--- src/rtl/low_power_pkg.sv ---
// Purpose: shared constants of the low power sequencer
// Assumes: 16-bit register port, word offsets
// Notes:   fields are bit positions inside their registers
package low_power_pkg;
   // ----------------------------------------------------------------
   // register offsets
   // ----------------------------------------------------------------
   localparam logic [3:0] CHIP_CONFIGURATION_ADDR = 4'h0;
   localparam logic [3:0] TX_CONTROL_ADDR         = 4'h1;
   localparam logic [3:0] RX_CONTROL_ADDR         = 4'h2;
   localparam logic [3:0] PHY_CONTROL_ADDR        = 4'h3;
   localparam logic [3:0] BUFFER_COMMAND_ADDR     = 4'h4;
   localparam logic [3:0] BUFFER_STATUS_ADDR      = 4'h5;
   localparam logic [3:0] POWER_STATUS_ADDR       = 4'h6;
   // ----------------------------------------------------------------
   // field positions
   // ----------------------------------------------------------------
   localparam int CORE_POWER_ENABLE_BIT = 15;
   localparam int TX_PATH_ENABLE_BIT    = 0;
   localparam int RX_PATH_ENABLE_BIT    = 0;
   localparam int PHY_POWER_DOWN_BIT    = 11;
   localparam int PHY_ISOLATE_BIT       = 10;
   // ----------------------------------------------------------------
   // reset values
   // ----------------------------------------------------------------
   localparam logic [15:0] CHIP_CONFIGURATION_RESET = 16'h8000;
   localparam logic [15:0] ZERO_WORD                = 16'h0000;
   // ----------------------------------------------------------------
   // buffer manager commands, low three bits of the command word
   // ----------------------------------------------------------------
   typedef enum logic [2:0] {
      CMD_NOP        = 3'h0,
      CMD_ALLOCATE   = 3'h1,
      CMD_RELEASE_TX = 3'h2,
      CMD_RELEASE_RX = 3'h3,
      CMD_RESET      = 3'h4
   } buffer_cmd_t;
   // ----------------------------------------------------------------
   // timing
   // ----------------------------------------------------------------
   localparam int CLOCK_HZ            = 20_000_000;
   localparam int PHY_SETTLE_MS       = 500;
   localparam int PHY_SETTLE_CYCLES   = PHY_SETTLE_MS * (CLOCK_HZ / 1000);
   localparam int LINK_CLOCK_DIV      = 2;
endpackage : low_power_pkg

--- src/rtl/phy_power_if.sv ---
// Purpose: control bundle between sequencer and phy power block
// Assumes: single clock
// Notes:   pulses are one cycle long
`timescale 1ns/100ps
interface phy_power_if;
   logic power_down;
   logic isolate_clear;
   logic isolate;
   logic settled;
   logic line_oe_n;
   modport ctrl (output power_down, output isolate_clear,
                 input isolate, input settled, input line_oe_n);
   modport phy  (input power_down, input isolate_clear,
                 output isolate, output settled, output line_oe_n);
endinterface : phy_power_if

--- src/rtl/clock_gate.sv ---
// Purpose: divided clock with glitch-free gate
// Assumes: enable may change at any cycle
// Notes:   gate only moves while the divided level is low
`timescale 1ns/100ps
module clock_gate #(
   parameter int DIV = 2
) (
   input  wire logic clock_i,
   input  wire logic reset_i,
   input  wire logic enable_i,
   output logic      gated_clock_o,
   output logic      running_o
);
   logic [7:0] div_reg;
   logic       level_reg;
   logic       gate_reg;
   wire        tick = (div_reg == 8'(DIV - 1));
   wire        level_next = tick ? ~level_reg : level_reg;

   always_ff @(posedge clock_i or posedge reset_i) begin
      if (reset_i) begin
         div_reg   <= 8'h00;
         level_reg <= 1'b0;
         gate_reg  <= 1'b1;
      end else begin
         div_reg <= tick ? 8'h00 : div_reg + 8'h01;
         if (tick) begin
            level_reg <= ~level_reg;
         end
         // the output follows the next level, so the gate may only move while that is low
         if (!level_next) begin
            gate_reg <= enable_i;
         end
      end
   end

   always_ff @(posedge clock_i or posedge reset_i) begin
      if (reset_i) begin
         gated_clock_o <= 1'b0;
      end else begin
         gated_clock_o <= level_next & gate_reg;
      end
   end

   assign running_o = gate_reg;
endmodule : clock_gate

--- src/rtl/phy_power.sv ---
// Purpose: internal phy power-down and isolation state
// Assumes: settle count long, so a parameter
// Notes:   line outputs float while powered down
`timescale 1ns/100ps
module phy_power #(
   parameter int SETTLE_CYCLES = low_power_pkg::PHY_SETTLE_CYCLES
) (
   input  wire logic  clock_i,
   input  wire logic  reset_i,
   phy_power_if.phy   pwr
);
   logic [31:0] wait_reg;
   logic        down_reg;
   logic        iso_reg;
   logic        oe_n_reg;

   always_ff @(posedge clock_i or posedge reset_i) begin
      if (reset_i) begin
         down_reg <= 1'b0;
         iso_reg  <= 1'b0;
         oe_n_reg <= 1'b0;
         wait_reg <= 32'h0000_0000;
      end else begin
         down_reg <= pwr.power_down;
         oe_n_reg <= pwr.power_down;
         if (down_reg && !pwr.power_down) begin
            iso_reg <= 1'b1;
         end else if (pwr.isolate_clear) begin
            iso_reg  <= 1'b0;
            wait_reg <= 32'(SETTLE_CYCLES);
         end
         if (pwr.power_down) begin
            wait_reg <= 32'h0000_0000;
         end else if (wait_reg != 32'h0000_0000 && !pwr.isolate_clear) begin
            wait_reg <= wait_reg - 32'h0000_0001;
         end
      end
   end

   assign pwr.isolate   = iso_reg;
   assign pwr.line_oe_n = oe_n_reg;
   assign pwr.settled   = !down_reg && !iso_reg && (wait_reg == 32'h0000_0000);
endmodule : phy_power

--- src/rtl/low_power_sequencer.sv ---
// Purpose: low power sequencing of mac core, phy and buffers
// Assumes: host port and frame signals on clock_i
// Notes:   clocks are divided levels, gated without glitches
//
// Decided for this implementation: the strobed register port.
`timescale 1ns/100ps
module low_power_sequencer #(
   parameter int PKT_COUNT     = 16,
   parameter int SETTLE_CYCLES = low_power_pkg::PHY_SETTLE_CYCLES,
   parameter int CLOCK_DIV     = low_power_pkg::LINK_CLOCK_DIV
) (
   input  wire logic        clock_i,
   input  wire logic        reset_i,
   input  wire logic [3:0]  addr_i,
   input  wire logic [15:0] wdata_i,
   input  wire logic        write_i,
   input  wire logic        read_i,
   output logic      [15:0] rdata_o,
   input  wire logic        tx_pending_i,
   input  wire logic        tx_done_i,
   input  wire logic        rx_start_i,
   input  wire logic        rx_end_i,
   output logic             tx_active_o,
   output logic             rx_active_o,
   output logic             rx_store_o,
   output logic             mac_core_clock_o,
   output logic             rx_clock_o,
   output logic             tx_clock_o,
   output logic             line_oe_n_o
);
   // ----------------------------------------------------------------
   // register state
   // ----------------------------------------------------------------
   localparam int CW = $clog2(PKT_COUNT + 1);

   logic [15:0]  chip_configuration_reg;
   logic         tx_path_enable_reg;
   logic         rx_path_enable_reg;
   logic         phy_power_down_reg;
   logic         isolate_clear_reg;
   logic [CW-1:0] in_use_reg;
   logic [CW-1:0] tx_done_q_reg;
   logic [CW-1:0] rx_q_reg;
   logic         tx_active_reg;
   logic         rx_active_reg;
   logic         rx_store_reg;
   logic [15:0]  rdata_reg;
   logic [2:0]   clocks_running;

   phy_power_if pwr ();

   // ----------------------------------------------------------------
   // address decode
   // ----------------------------------------------------------------
   wire wr_config  = write_i && (addr_i == low_power_pkg::CHIP_CONFIGURATION_ADDR);
   wire wr_tx      = write_i && (addr_i == low_power_pkg::TX_CONTROL_ADDR);
   wire wr_rx      = write_i && (addr_i == low_power_pkg::RX_CONTROL_ADDR);
   wire wr_phy     = write_i && (addr_i == low_power_pkg::PHY_CONTROL_ADDR);
   wire wr_command = write_i && (addr_i == low_power_pkg::BUFFER_COMMAND_ADDR);

   wire core_power_enable = chip_configuration_reg[low_power_pkg::CORE_POWER_ENABLE_BIT];

   wire [2:0] command = wr_command ? wdata_i[2:0] : 3'h0;
   wire cmd_alloc  = (command == low_power_pkg::CMD_ALLOCATE);
   wire cmd_rel_tx = (command == low_power_pkg::CMD_RELEASE_TX);
   wire cmd_rel_rx = (command == low_power_pkg::CMD_RELEASE_RX);
   wire cmd_reset  = (command == low_power_pkg::CMD_RESET);

   // mac logic only moves while its core clock runs
   wire core_live  = clocks_running[0];
   wire tx_start   = core_live && tx_path_enable_reg && tx_pending_i
                     && !tx_active_reg;
   wire tx_finish  = core_live && tx_active_reg && tx_done_i;
   wire rx_accept  = core_live && rx_path_enable_reg && rx_start_i
                     && !rx_active_reg && (in_use_reg < CW'(PKT_COUNT));
   wire rx_finish  = core_live && rx_active_reg && rx_end_i;

   wire tx_q_empty = (tx_done_q_reg == '0);
   wire rx_q_empty = (rx_q_reg == '0);
   wire all_free   = (in_use_reg == '0) && tx_q_empty && rx_q_empty;
   wire low_power  = !core_power_enable && !clocks_running[0];

   // ----------------------------------------------------------------
   // host-written controls
   // ----------------------------------------------------------------
   // the port never looks at core power, so it works in low power
   always_ff @(posedge clock_i or posedge reset_i) begin
      if (reset_i) begin
         chip_configuration_reg <= low_power_pkg::CHIP_CONFIGURATION_RESET;
         tx_path_enable_reg     <= 1'b0;
         rx_path_enable_reg     <= 1'b0;
         phy_power_down_reg     <= 1'b0;
      end else begin
         if (wr_config) begin
            chip_configuration_reg <= wdata_i;
         end
         if (wr_tx) begin
            tx_path_enable_reg <= wdata_i[low_power_pkg::TX_PATH_ENABLE_BIT];
         end
         if (wr_rx) begin
            rx_path_enable_reg <= wdata_i[low_power_pkg::RX_PATH_ENABLE_BIT];
         end
         if (wr_phy) begin
            phy_power_down_reg <= wdata_i[low_power_pkg::PHY_POWER_DOWN_BIT];
         end
      end
   end

   // writing zero to the isolate bit clears it; one is ignored
   always_ff @(posedge clock_i or posedge reset_i) begin
      if (reset_i) begin
         isolate_clear_reg <= 1'b0;
      end else begin
         isolate_clear_reg <= wr_phy && pwr.isolate
                              && !wdata_i[low_power_pkg::PHY_ISOLATE_BIT];
      end
   end

   // ----------------------------------------------------------------
   // transmit and receive frame tracking
   // ----------------------------------------------------------------
   always_ff @(posedge clock_i or posedge reset_i) begin
      if (reset_i) begin
         tx_active_reg <= 1'b0;
         rx_active_reg <= 1'b0;
         rx_store_reg  <= 1'b0;
      end else begin
         // a frame already on the wire runs to its end
         if (tx_start) begin
            tx_active_reg <= 1'b1;
         end else if (tx_finish) begin
            tx_active_reg <= 1'b0;
         end
         if (rx_accept) begin
            rx_active_reg <= 1'b1;
         end else if (rx_finish) begin
            rx_active_reg <= 1'b0;
         end
         rx_store_reg <= rx_finish;
      end
   end

   // ----------------------------------------------------------------
   // buffer manager accounting
   // ----------------------------------------------------------------
   // release of an empty queue is ignored rather than wrapping
   wire rel_tx_ok = cmd_rel_tx && !tx_q_empty && (in_use_reg != '0);
   wire rel_rx_ok = cmd_rel_rx && !rx_q_empty && (in_use_reg != '0);
   wire alloc_ok  = cmd_alloc && (in_use_reg < CW'(PKT_COUNT));

   always_ff @(posedge clock_i or posedge reset_i) begin
      if (reset_i) begin
         in_use_reg    <= '0;
         tx_done_q_reg <= '0;
         rx_q_reg      <= '0;
      end else if (cmd_reset) begin
         in_use_reg    <= '0;
         tx_done_q_reg <= '0;
         rx_q_reg      <= '0;
      end else begin
         in_use_reg <= in_use_reg + CW'(alloc_ok) + CW'(rx_accept)
                       - CW'(rel_tx_ok) - CW'(rel_rx_ok);
         tx_done_q_reg <= tx_done_q_reg + CW'(tx_finish) - CW'(rel_tx_ok);
         rx_q_reg      <= rx_q_reg + CW'(rx_finish) - CW'(rel_rx_ok);
      end
   end

   // ----------------------------------------------------------------
   // read port
   // ----------------------------------------------------------------
   wire [15:0] tx_word  = {15'h0000, tx_path_enable_reg};
   wire [15:0] rx_word  = {15'h0000, rx_path_enable_reg};
   wire [15:0] phy_word = {4'h0, phy_power_down_reg, pwr.isolate, 10'h000};
   wire [15:0] buf_word = {3'h0, all_free, rx_q_empty, tx_q_empty,
                           10'(in_use_reg)};
   wire [15:0] pwr_word = {8'h00, pwr.settled, pwr.isolate, !pwr.line_oe_n,
                           low_power, clocks_running, tx_active_reg};

   logic [15:0] rdata_next;
   always_comb begin
      case (addr_i)
         low_power_pkg::CHIP_CONFIGURATION_ADDR: rdata_next = chip_configuration_reg;
         low_power_pkg::TX_CONTROL_ADDR:         rdata_next = tx_word;
         low_power_pkg::RX_CONTROL_ADDR:         rdata_next = rx_word;
         low_power_pkg::PHY_CONTROL_ADDR:        rdata_next = phy_word;
         low_power_pkg::BUFFER_STATUS_ADDR:      rdata_next = buf_word;
         low_power_pkg::POWER_STATUS_ADDR:       rdata_next = pwr_word;
         default:                                rdata_next = low_power_pkg::ZERO_WORD;
      endcase
   end

   always_ff @(posedge clock_i or posedge reset_i) begin
      if (reset_i) begin
         rdata_reg <= low_power_pkg::ZERO_WORD;
      end else begin
         rdata_reg <= read_i ? rdata_next : low_power_pkg::ZERO_WORD;
      end
   end

   // ----------------------------------------------------------------
   // clocks and phy
   // ----------------------------------------------------------------
   // index 0 core, 1 receive, 2 transmit
   logic [2:0] gated;
   genvar g;
   generate
      for (g = 0; g < 3; g++) begin : gen_gate
         clock_gate #(.DIV(CLOCK_DIV)) u_gate (
            .clock_i       (clock_i),
            .reset_i       (reset_i),
            .enable_i      (core_power_enable),
            .gated_clock_o (gated[g]),
            .running_o     (clocks_running[g])
         );
      end
   endgenerate

   assign pwr.power_down    = phy_power_down_reg;
   assign pwr.isolate_clear = isolate_clear_reg;

   phy_power #(.SETTLE_CYCLES(SETTLE_CYCLES)) u_phy (
      .clock_i (clock_i),
      .reset_i (reset_i),
      .pwr     (pwr.phy)
   );

   // ----------------------------------------------------------------
   // outputs
   // ----------------------------------------------------------------
   assign rdata_o          = rdata_reg;
   assign tx_active_o      = tx_active_reg;
   assign rx_active_o      = rx_active_reg;
   assign rx_store_o       = rx_store_reg;
   assign mac_core_clock_o = gated[0];
   assign rx_clock_o       = gated[1];
   assign tx_clock_o       = gated[2];
   assign line_oe_n_o      = pwr.line_oe_n;
endmodule : low_power_sequencer

--- config.mk ---
export PLATFORM = sky130hd
export DESIGN_NAME = low_power_sequencer
export DESIGN_NICKNAME = d
export VERILOG_FILES = /design/src/rtl/low_power_pkg.sv /design/src/rtl/phy_power_if.sv /design/src/rtl/clock_gate.sv /design/src/rtl/phy_power.sv /design/src/rtl/low_power_sequencer.sv
export SDC_FILE = /design/constraint.sdc
export NUM_CORES = 1
export LEC_CHECK = 0
export ABC_AREA = 1
export BUFFER_PORTS_ARGS = -buffer_cell sky130_fd_sc_hd__buf_4
export CORE_ASPECT_RATIO = 1.2
export CORE_MARGIN = 3
export CORE_UTILIZATION = 55
export CTS_CLUSTER_DIAMETER = 80
export DETAILED_ROUTE_END_ITERATION = 8
export PLACE_DENSITY_LB_ADDON = 0.08
export SYNTH_ARGS = -nofsm -noshare
export SYNTH_HDL_FRONTEND = slang
export SYNTH_SLANG_ARGS = --single-unit
--- constraint.sdc ---
create_clock -name clock_i -period 4.8 [get_ports clock_i]
set_input_delay 1.44 -clock clock_i [delete_from_list [all_inputs] [get_ports clock_i]]
set_output_delay 1.44 -clock clock_i [all_outputs]
set_load 0.02 [all_outputs]
; ---- After elaboration in Yosys (flattened, before gate mapping)
; Index checks and enable logic that the tools add are counted.
[word_totals]
regBits = 121
input_bits = 28
output_inout_bits = 23
word_cells = 135
[op_classes]
n_addsub = 12
n_lt_le_gt_ge = 1
eq_ne = 14
muxes = 22
n_bitwise = 6
reduce_logical = 53
[ops]
columns = cell, n
row1 = $mux 32, 4
row2 = $pmux 16 s6, 1
row3 = $logic_not 32->1, 1
row4 = $reduce_bool 32->1, 1
row5 = $sub 32x1->32 const B, 1
row6 = $logic_and 1x1->1, 30
row7 = $add 8x1->8 const B, 3
row8 = $eq 8x1->1 const B, 3
row9 = $mux 8, 3
row10 = $add 5x1->5, 4
row11 = $sub 5x1->5, 4
row12 = $mux 16, 1
row13 = $logic_not 5->1, 3
row14 = $mux 5, 3
row15 = $eq 4x3->1 const B, 3
row16 = $logic_not 1->1, 11
row17 = $mux 1, 9
row18 = $eq 4x2->1 const B, 2
row19 = $eq 3x2->1 const B, 2
row20 = $reduce_bool 2->1, 3
row21 = $lt 5x5->1 const B, 1
row22 = $reduce_bool 5->1, 1
row23 = $eq 4x1->1 const B, 1
row24 = $logic_not 4->1, 1
row25 = 8 further kinds, 12

; ---- Longest topological paths before layout
[depth]
ltp_word = 10
depth_mapped = 16
mapped_depth_nobuf = 16

; ---- Hierarchy
; From an unflattened synthesis, not the netlist that was laid out.
[unflattened]
hier_cells = 829
area_unflattened_um2 = 6606.3
[modules_own_cells]
columns = module, n_inst, cells_each, area_per_inst_um2, seq_area_each_um2
row1 = low_power_sequencer, 1, 322, 2806.4, 1352.5
row2 = phy_power, 1, 336, 2253.4, 850.8
row3 = clock_gate, 3, 57, 515.5, 276.5

; ---- Least setup slack after synthesis
; No wires, ideal clock.
[synth_timing]
kind = input -> register
startpoint = input port addr_i[2]
endpoint = register in_use_reg[2]
setup_ns = 0.116
t_arrival_ns = 3.620
t_required_ns = 4.684
path_slack_ns = 1.064
stages = 15
path_buffers = 0
path_cell_list = inv_1 -> nor2_1 -> nand3_1 -> nor2_1 -> nor3_1 -> nand2_1 -> nand2_1 -> ha_1 -> inv_1 -> fa_1 -> inv_1 -> ha_1 -> fa_1 -> inv_1 -> nor2_1
[synth_via]
elab_chain_cells = 10
word_cells_on_any_way = 17
classes_between = add/sub (4) / eq/ne (5) / mux (2) / reduce/logical (6)
[synth_rtl]
columns = element, line
row1 = start: declaration, low_power_sequencer.sv:14  ; input wire logic [3:0] addr_i,
row2 = $eq 4x3->1 *, low_power_sequencer.sv:59  ; wire wr_command = write_i && (addr_i == low_power_pkg::BUFFER_COMMAND_ADDR);
row3 = $logic_and 1x1->1 *, low_power_sequencer.sv:59
row4 = $mux 3 *, low_power_sequencer.sv:63  ; wire [2:0] command = wr_command ? wdata_i[2:0] : 3'h0;
row5 = $eq 3x1->1, low_power_sequencer.sv:64  ; wire cmd_alloc = (command == low_power_pkg::CMD_ALLOCATE);
row6 = $logic_and 1x1->1, low_power_sequencer.sv:149  ; wire alloc_ok = cmd_alloc && (in_use_reg < CW'(PKT_COUNT));
row7 = $add 5x1->5 (2 in a row), low_power_sequencer.sv:161  ; in_use_reg <= in_use_reg + CW'(alloc_ok) + CW'(rx_accept)
row8 = $sub 5x1->5 (2 in a row), low_power_sequencer.sv:162  ; - CW'(rel_tx_ok) - CW'(rel_rx_ok);
row9 = $mux 5 *, low_power_sequencer.sv:156  ; end else if (cmd_reset) begin
row10 = end signal: assignment, low_power_sequencer.sv:161
row11 = end: declaration, low_power_sequencer.sv:41  ; logic [CW-1:0] in_use_reg;
; Every way passes the cells marked *; elsewhere a longest branch is shown, timed or not.
; A chain may end at the register's enable or synchronous reset.

; ---- Final worst setup path
[layout_timing]
startpoint = input port addr_i[3]
endpoint = register in_use_reg[2]
; The elaborated chain is that of the path after synthesis.

==> key figures <==
Floorplanning
  – Die Y: roughly 130 um
  – Core Area: 11300 sq um
  – Site row count: 42
  – I/O pin cnt: 51
  – Die Wd: 105 um
  – Initial Utilization: between 50 and 60%
  – Die area: roughly 13000 sq um

Global route
  – Vias in the first global route: about 5200
  – Antenna violations before repair: 0
  – Largest net degree at the start of global routing: between 70 and 80
  – Global Route Usage Sum: a little under a quarter
  – Total gr overflow: 0
  – First-pass GRT wire length: 24700 um

Clock tree
  – Clk buf depth: 2
  – Clk slew on worst S/H paths: ~0.060 ns
  – CTS buffer count: 17
  – Post-CTS Resized: 0
  – Post-CTS Setup Inserts: 0
  – CTS sink cnt: approximately 120
  – Worst-Skew Late Latency: between 0.4 and 0.5 ns
  – H-tree levels: 4
  – CTS Hold Bufs: 0
  – CTS tree: done
  – Root Buffer: clkbuf_16

Cells and area
  – Max FFs per register: 32
  – Ratio of cells with drive above 1 in the final layout: 16.3%
  – Final #Nets: 899
  – Area delta synth->final: 16.4%
  – Most common cell after layout, fill and taps aside: inv_1
  – Antenna cells: 0
  – Most frequent cells in the layout: inv_1 (144), nand2_1 (140), dfrtp_1 (117)
  – Fillers: 950

Synth
  – Number of synthesized register bits: about 120
  – Syn_area_per_cell: 8.34 sq um
  – Asr flop ratio synth: 100%
  – Cells after synthesis: 782
  – Register area share after synthesis: approximately 47%
  – Cell Area, Synth: between 6000 and 7000 sq um
  – Syn Nets: about 840
  – Synth unique cells: between 40 and 50
  – Top FF cell, synth: dfrtp_1
  – Yosys warns: 0
  – Number of synthesized flops with an enable pin: 0

STA
  – RSZ-0062 raised after global routing: no
  – Worst Tran Pin Value: 0.969 ns
  – Max Slew Vio Count: 0
  – Worst Skew: 0.00718 ns
  – Hold Fails Final Rpt: 0
  – Period minus WS final: roughly 3.8 ns
  – Fmax: 266 MHz
  – Period utilization: a little under 80%
  – Slew HR: between 30% and 40%
  – Setup_tns: 0 ns
  – Final setup fails: 0

Worst setup path
  – CP bufs+invs: 4
  – CP max stage cell: fa_1
  – Max incr delay on CP: roughly 0.42 ns
  – WP data arrival: just over 4 ns
  – Crit end category: register
  – Setup slack, reg-to-reg: ~2 ns
  – Required @ worst endpoint: 5.07 ns
  – CP Class: in -> reg
  – Maximum fanout along the worst path: 6
  – Crit start category: primary input
  – Critical path's top delay family: adder cells
  – CP cell instances: buf_4 > nor2_1 > nand3_1 > nor2_1 > nor3_1 > nand2_1 > nand2_1 > ha_1 > inv_1 > fa_1 > inv_1 > ha_1 > fa_1 > inv_1 > nor2_1

Power
  – PD cells: 582 nW/um^2
  – Switching power: about 0.0018 W
  – Clock power share: between 20 and 30%
  – Total Power: 0.00442 W
  – Sequential power share: approximately 33%
  – Internal: approximately 0.0026 W
  – Sw Share: 40.3%
  – P_leak: approximately 4 nW
  – Maximum VDD drop: 0.000356 V
  – Comb pwr share: 40.1%

Drt
  – Detailed-route DRC error count: 0
  – Pre-antenna DRT Iters: 5
  – Drt via density: just over 5
  – Detail Route Antenna Nets: 0
  – Total routed wirelength: about 14000 um
  – Avg WL per Cell: around 14 um
  – DRT iter0 DRCs: roughly 230
  – Total number of vias: a little over 5000

Run
  – Max cap viols: 0

Placement
  – # port buffers: 50
  – Final HPWL DP: ~10000 um
  – Placer congestion estimate: around 0.86

Worst hold path
  – Worst hold path type: reg -> reg

Outcome
  – Outcome: finished, final reports clean
[power by group through the flow]
| stage | Combinational [W] | Sequential [W] | Clock [W] |
|---|---|---|---|
| 6_report | 0.00177 | 0.00146 | 0.00119 |
| 5_1_grt | 0.00201 | 0.00150 | 0.00126 |
| 4_1_cts | 0.00179 | 0.00146 | 0.00120 |
| 3_5_place_dp | 0.00177 | 0.00147 | 0 |
| 3_3_place_gp | 0.00169 | 0.00147 | 0 |
| 2_1_floorplan | 0.00141 | 0.00144 | 0 |
[through the flow]
| step | instance area, sq um | std cells | worst slack, ns | util [%] | hold WS, ns |
|---|---|---|---|---|---|
| after floorplan | 6520 | 782 | 0.152 | - | 0.414 |
| after global placement | 7040 | 977 | 0.758 | 62.3 | 0.450 |
| after detailed placement | 7040 | 977 | 0.628 | 62.3 | 0.453 |
| after CTS | 7590 | 1009 | 1.06 | 67.2 | 0.468 |
| after global routing | 7590 | 1009 | 0.772 | 67.2 | 0.493 |
| final | 7590 | 1009 | 1.04 | 67.2 | 0.468 |
[cell usage after synthesis, types with 2 or more instances]
library cell    n  area share [%]
o22ai_2         7             1.3
o22ai_1         2            0.19
ha_1           25             4.8
dfrtp_1       117              45
o211ai_1        2            0.23
o21ai_1         6            0.46
nor3_1         11            0.84
nor2_4          5            0.86
buf_2           3            0.23
inv_1         145             8.3
nand2_2        12             1.2
nor2_2         10            0.96
xnor2_1        10             1.3
mux2_1          2            0.35
xor2_1         21             2.8
fa_1            4             1.2
clkbuf_1        2            0.12
buf_6           2            0.35
nand2_4         2            0.35
o221ai_1        2            0.27
dfstp_2         4             1.6
nor2_1         98             5.6
nand4_1        11             1.1
nand2_1       140             8.1
o21ai_0        26             2.0
nand3_1        71             5.4
a21oi_1        16             1.2
or2_2           4            0.38
mux2_2          5            0.86
[worst register-to-register path, stage by stage (launching register included)]
cell,delay (ns)
dfrtp_1,0.36
inv_1,0.11
ha_1,0.23
nand4_1,0.11
inv_1,0.06
nor3_1,0.25
nand2_1,0.14
nand2_1,0.08
ha_1,0.15
a21oi_1,0.04
ha_1,0.27
inv_1,0.04
ha_1,0.21
fa_1,0.38
xor2_1,0.16
nor2_1,0.06
[logic make-up (layout without fill, tap and decap cells)]
| group | count (synthesis) | after routing | share of synthesized area (%) |
|---|---|---|---|
| and+or+nand+nor | 370 | 370 | 25.8 |
| xor gates and xnor gates | 31 | 31 | 4.16 |
| muxes | 7 | 7 | 1.21 |
| AOI/OAI and AO/OA | 67 | 67 | 6.60 |
| adders and majority gates | 29 | 29 | 6.02 |
| buffers and inverters | 157 | 230 | 9.67 |
| DFF | 121 | 121 | 46.5 |
[layer usage]
layer	global-route usage, %	up-vias	wire length, um
met5	0	-	0
met4	7.95	0	255
met3	5.88	21	655
met2	40.2	122	7280
met1	27.9	2455	6000
li1	-	2572	-
[area by class of cell]
type                       instances  area, sq um  share of cell area, %
timing repair buffer              51          395                   5.21
clock inverter                    11         87.6                   1.15
clock buffer                      21          470                   6.20
inverter                         147          557                   7.33
tap                              154          193                   2.54
multi-input combinational        504         2860                   37.6
sequential                       121         3030                   39.9
[worst paths after layout]
| kind | startpoint | cells after the start | endpoint |
|---|---|---|---|
| min reg2reg | phy_power_down_reg$_DFFE_PP0P_ | 0 | u_phy.down_reg$_DFF_PP0_ |
| min in group asynchronous | reset_i | 2 | rdata_o[5]$_DFF_PP0_ |
| max in group asynchronous | reset_i | 3 | gen_gate[0].u_gate.running_o$_DFFE_PP1P_ |
| max reg2reg | in_use_reg[2]$_DFF_PP0_ | 15 | in_use_reg[3]$_DFF_PP0_ |
| max | addr_i[3] | 15 | in_use_reg[2]$_DFF_PP0_ |
| min | phy_power_down_reg$_DFFE_PP0P_ | 0 | u_phy.down_reg$_DFF_PP0_ |
No activity file was read; power rests on OpenSTA's default activity.
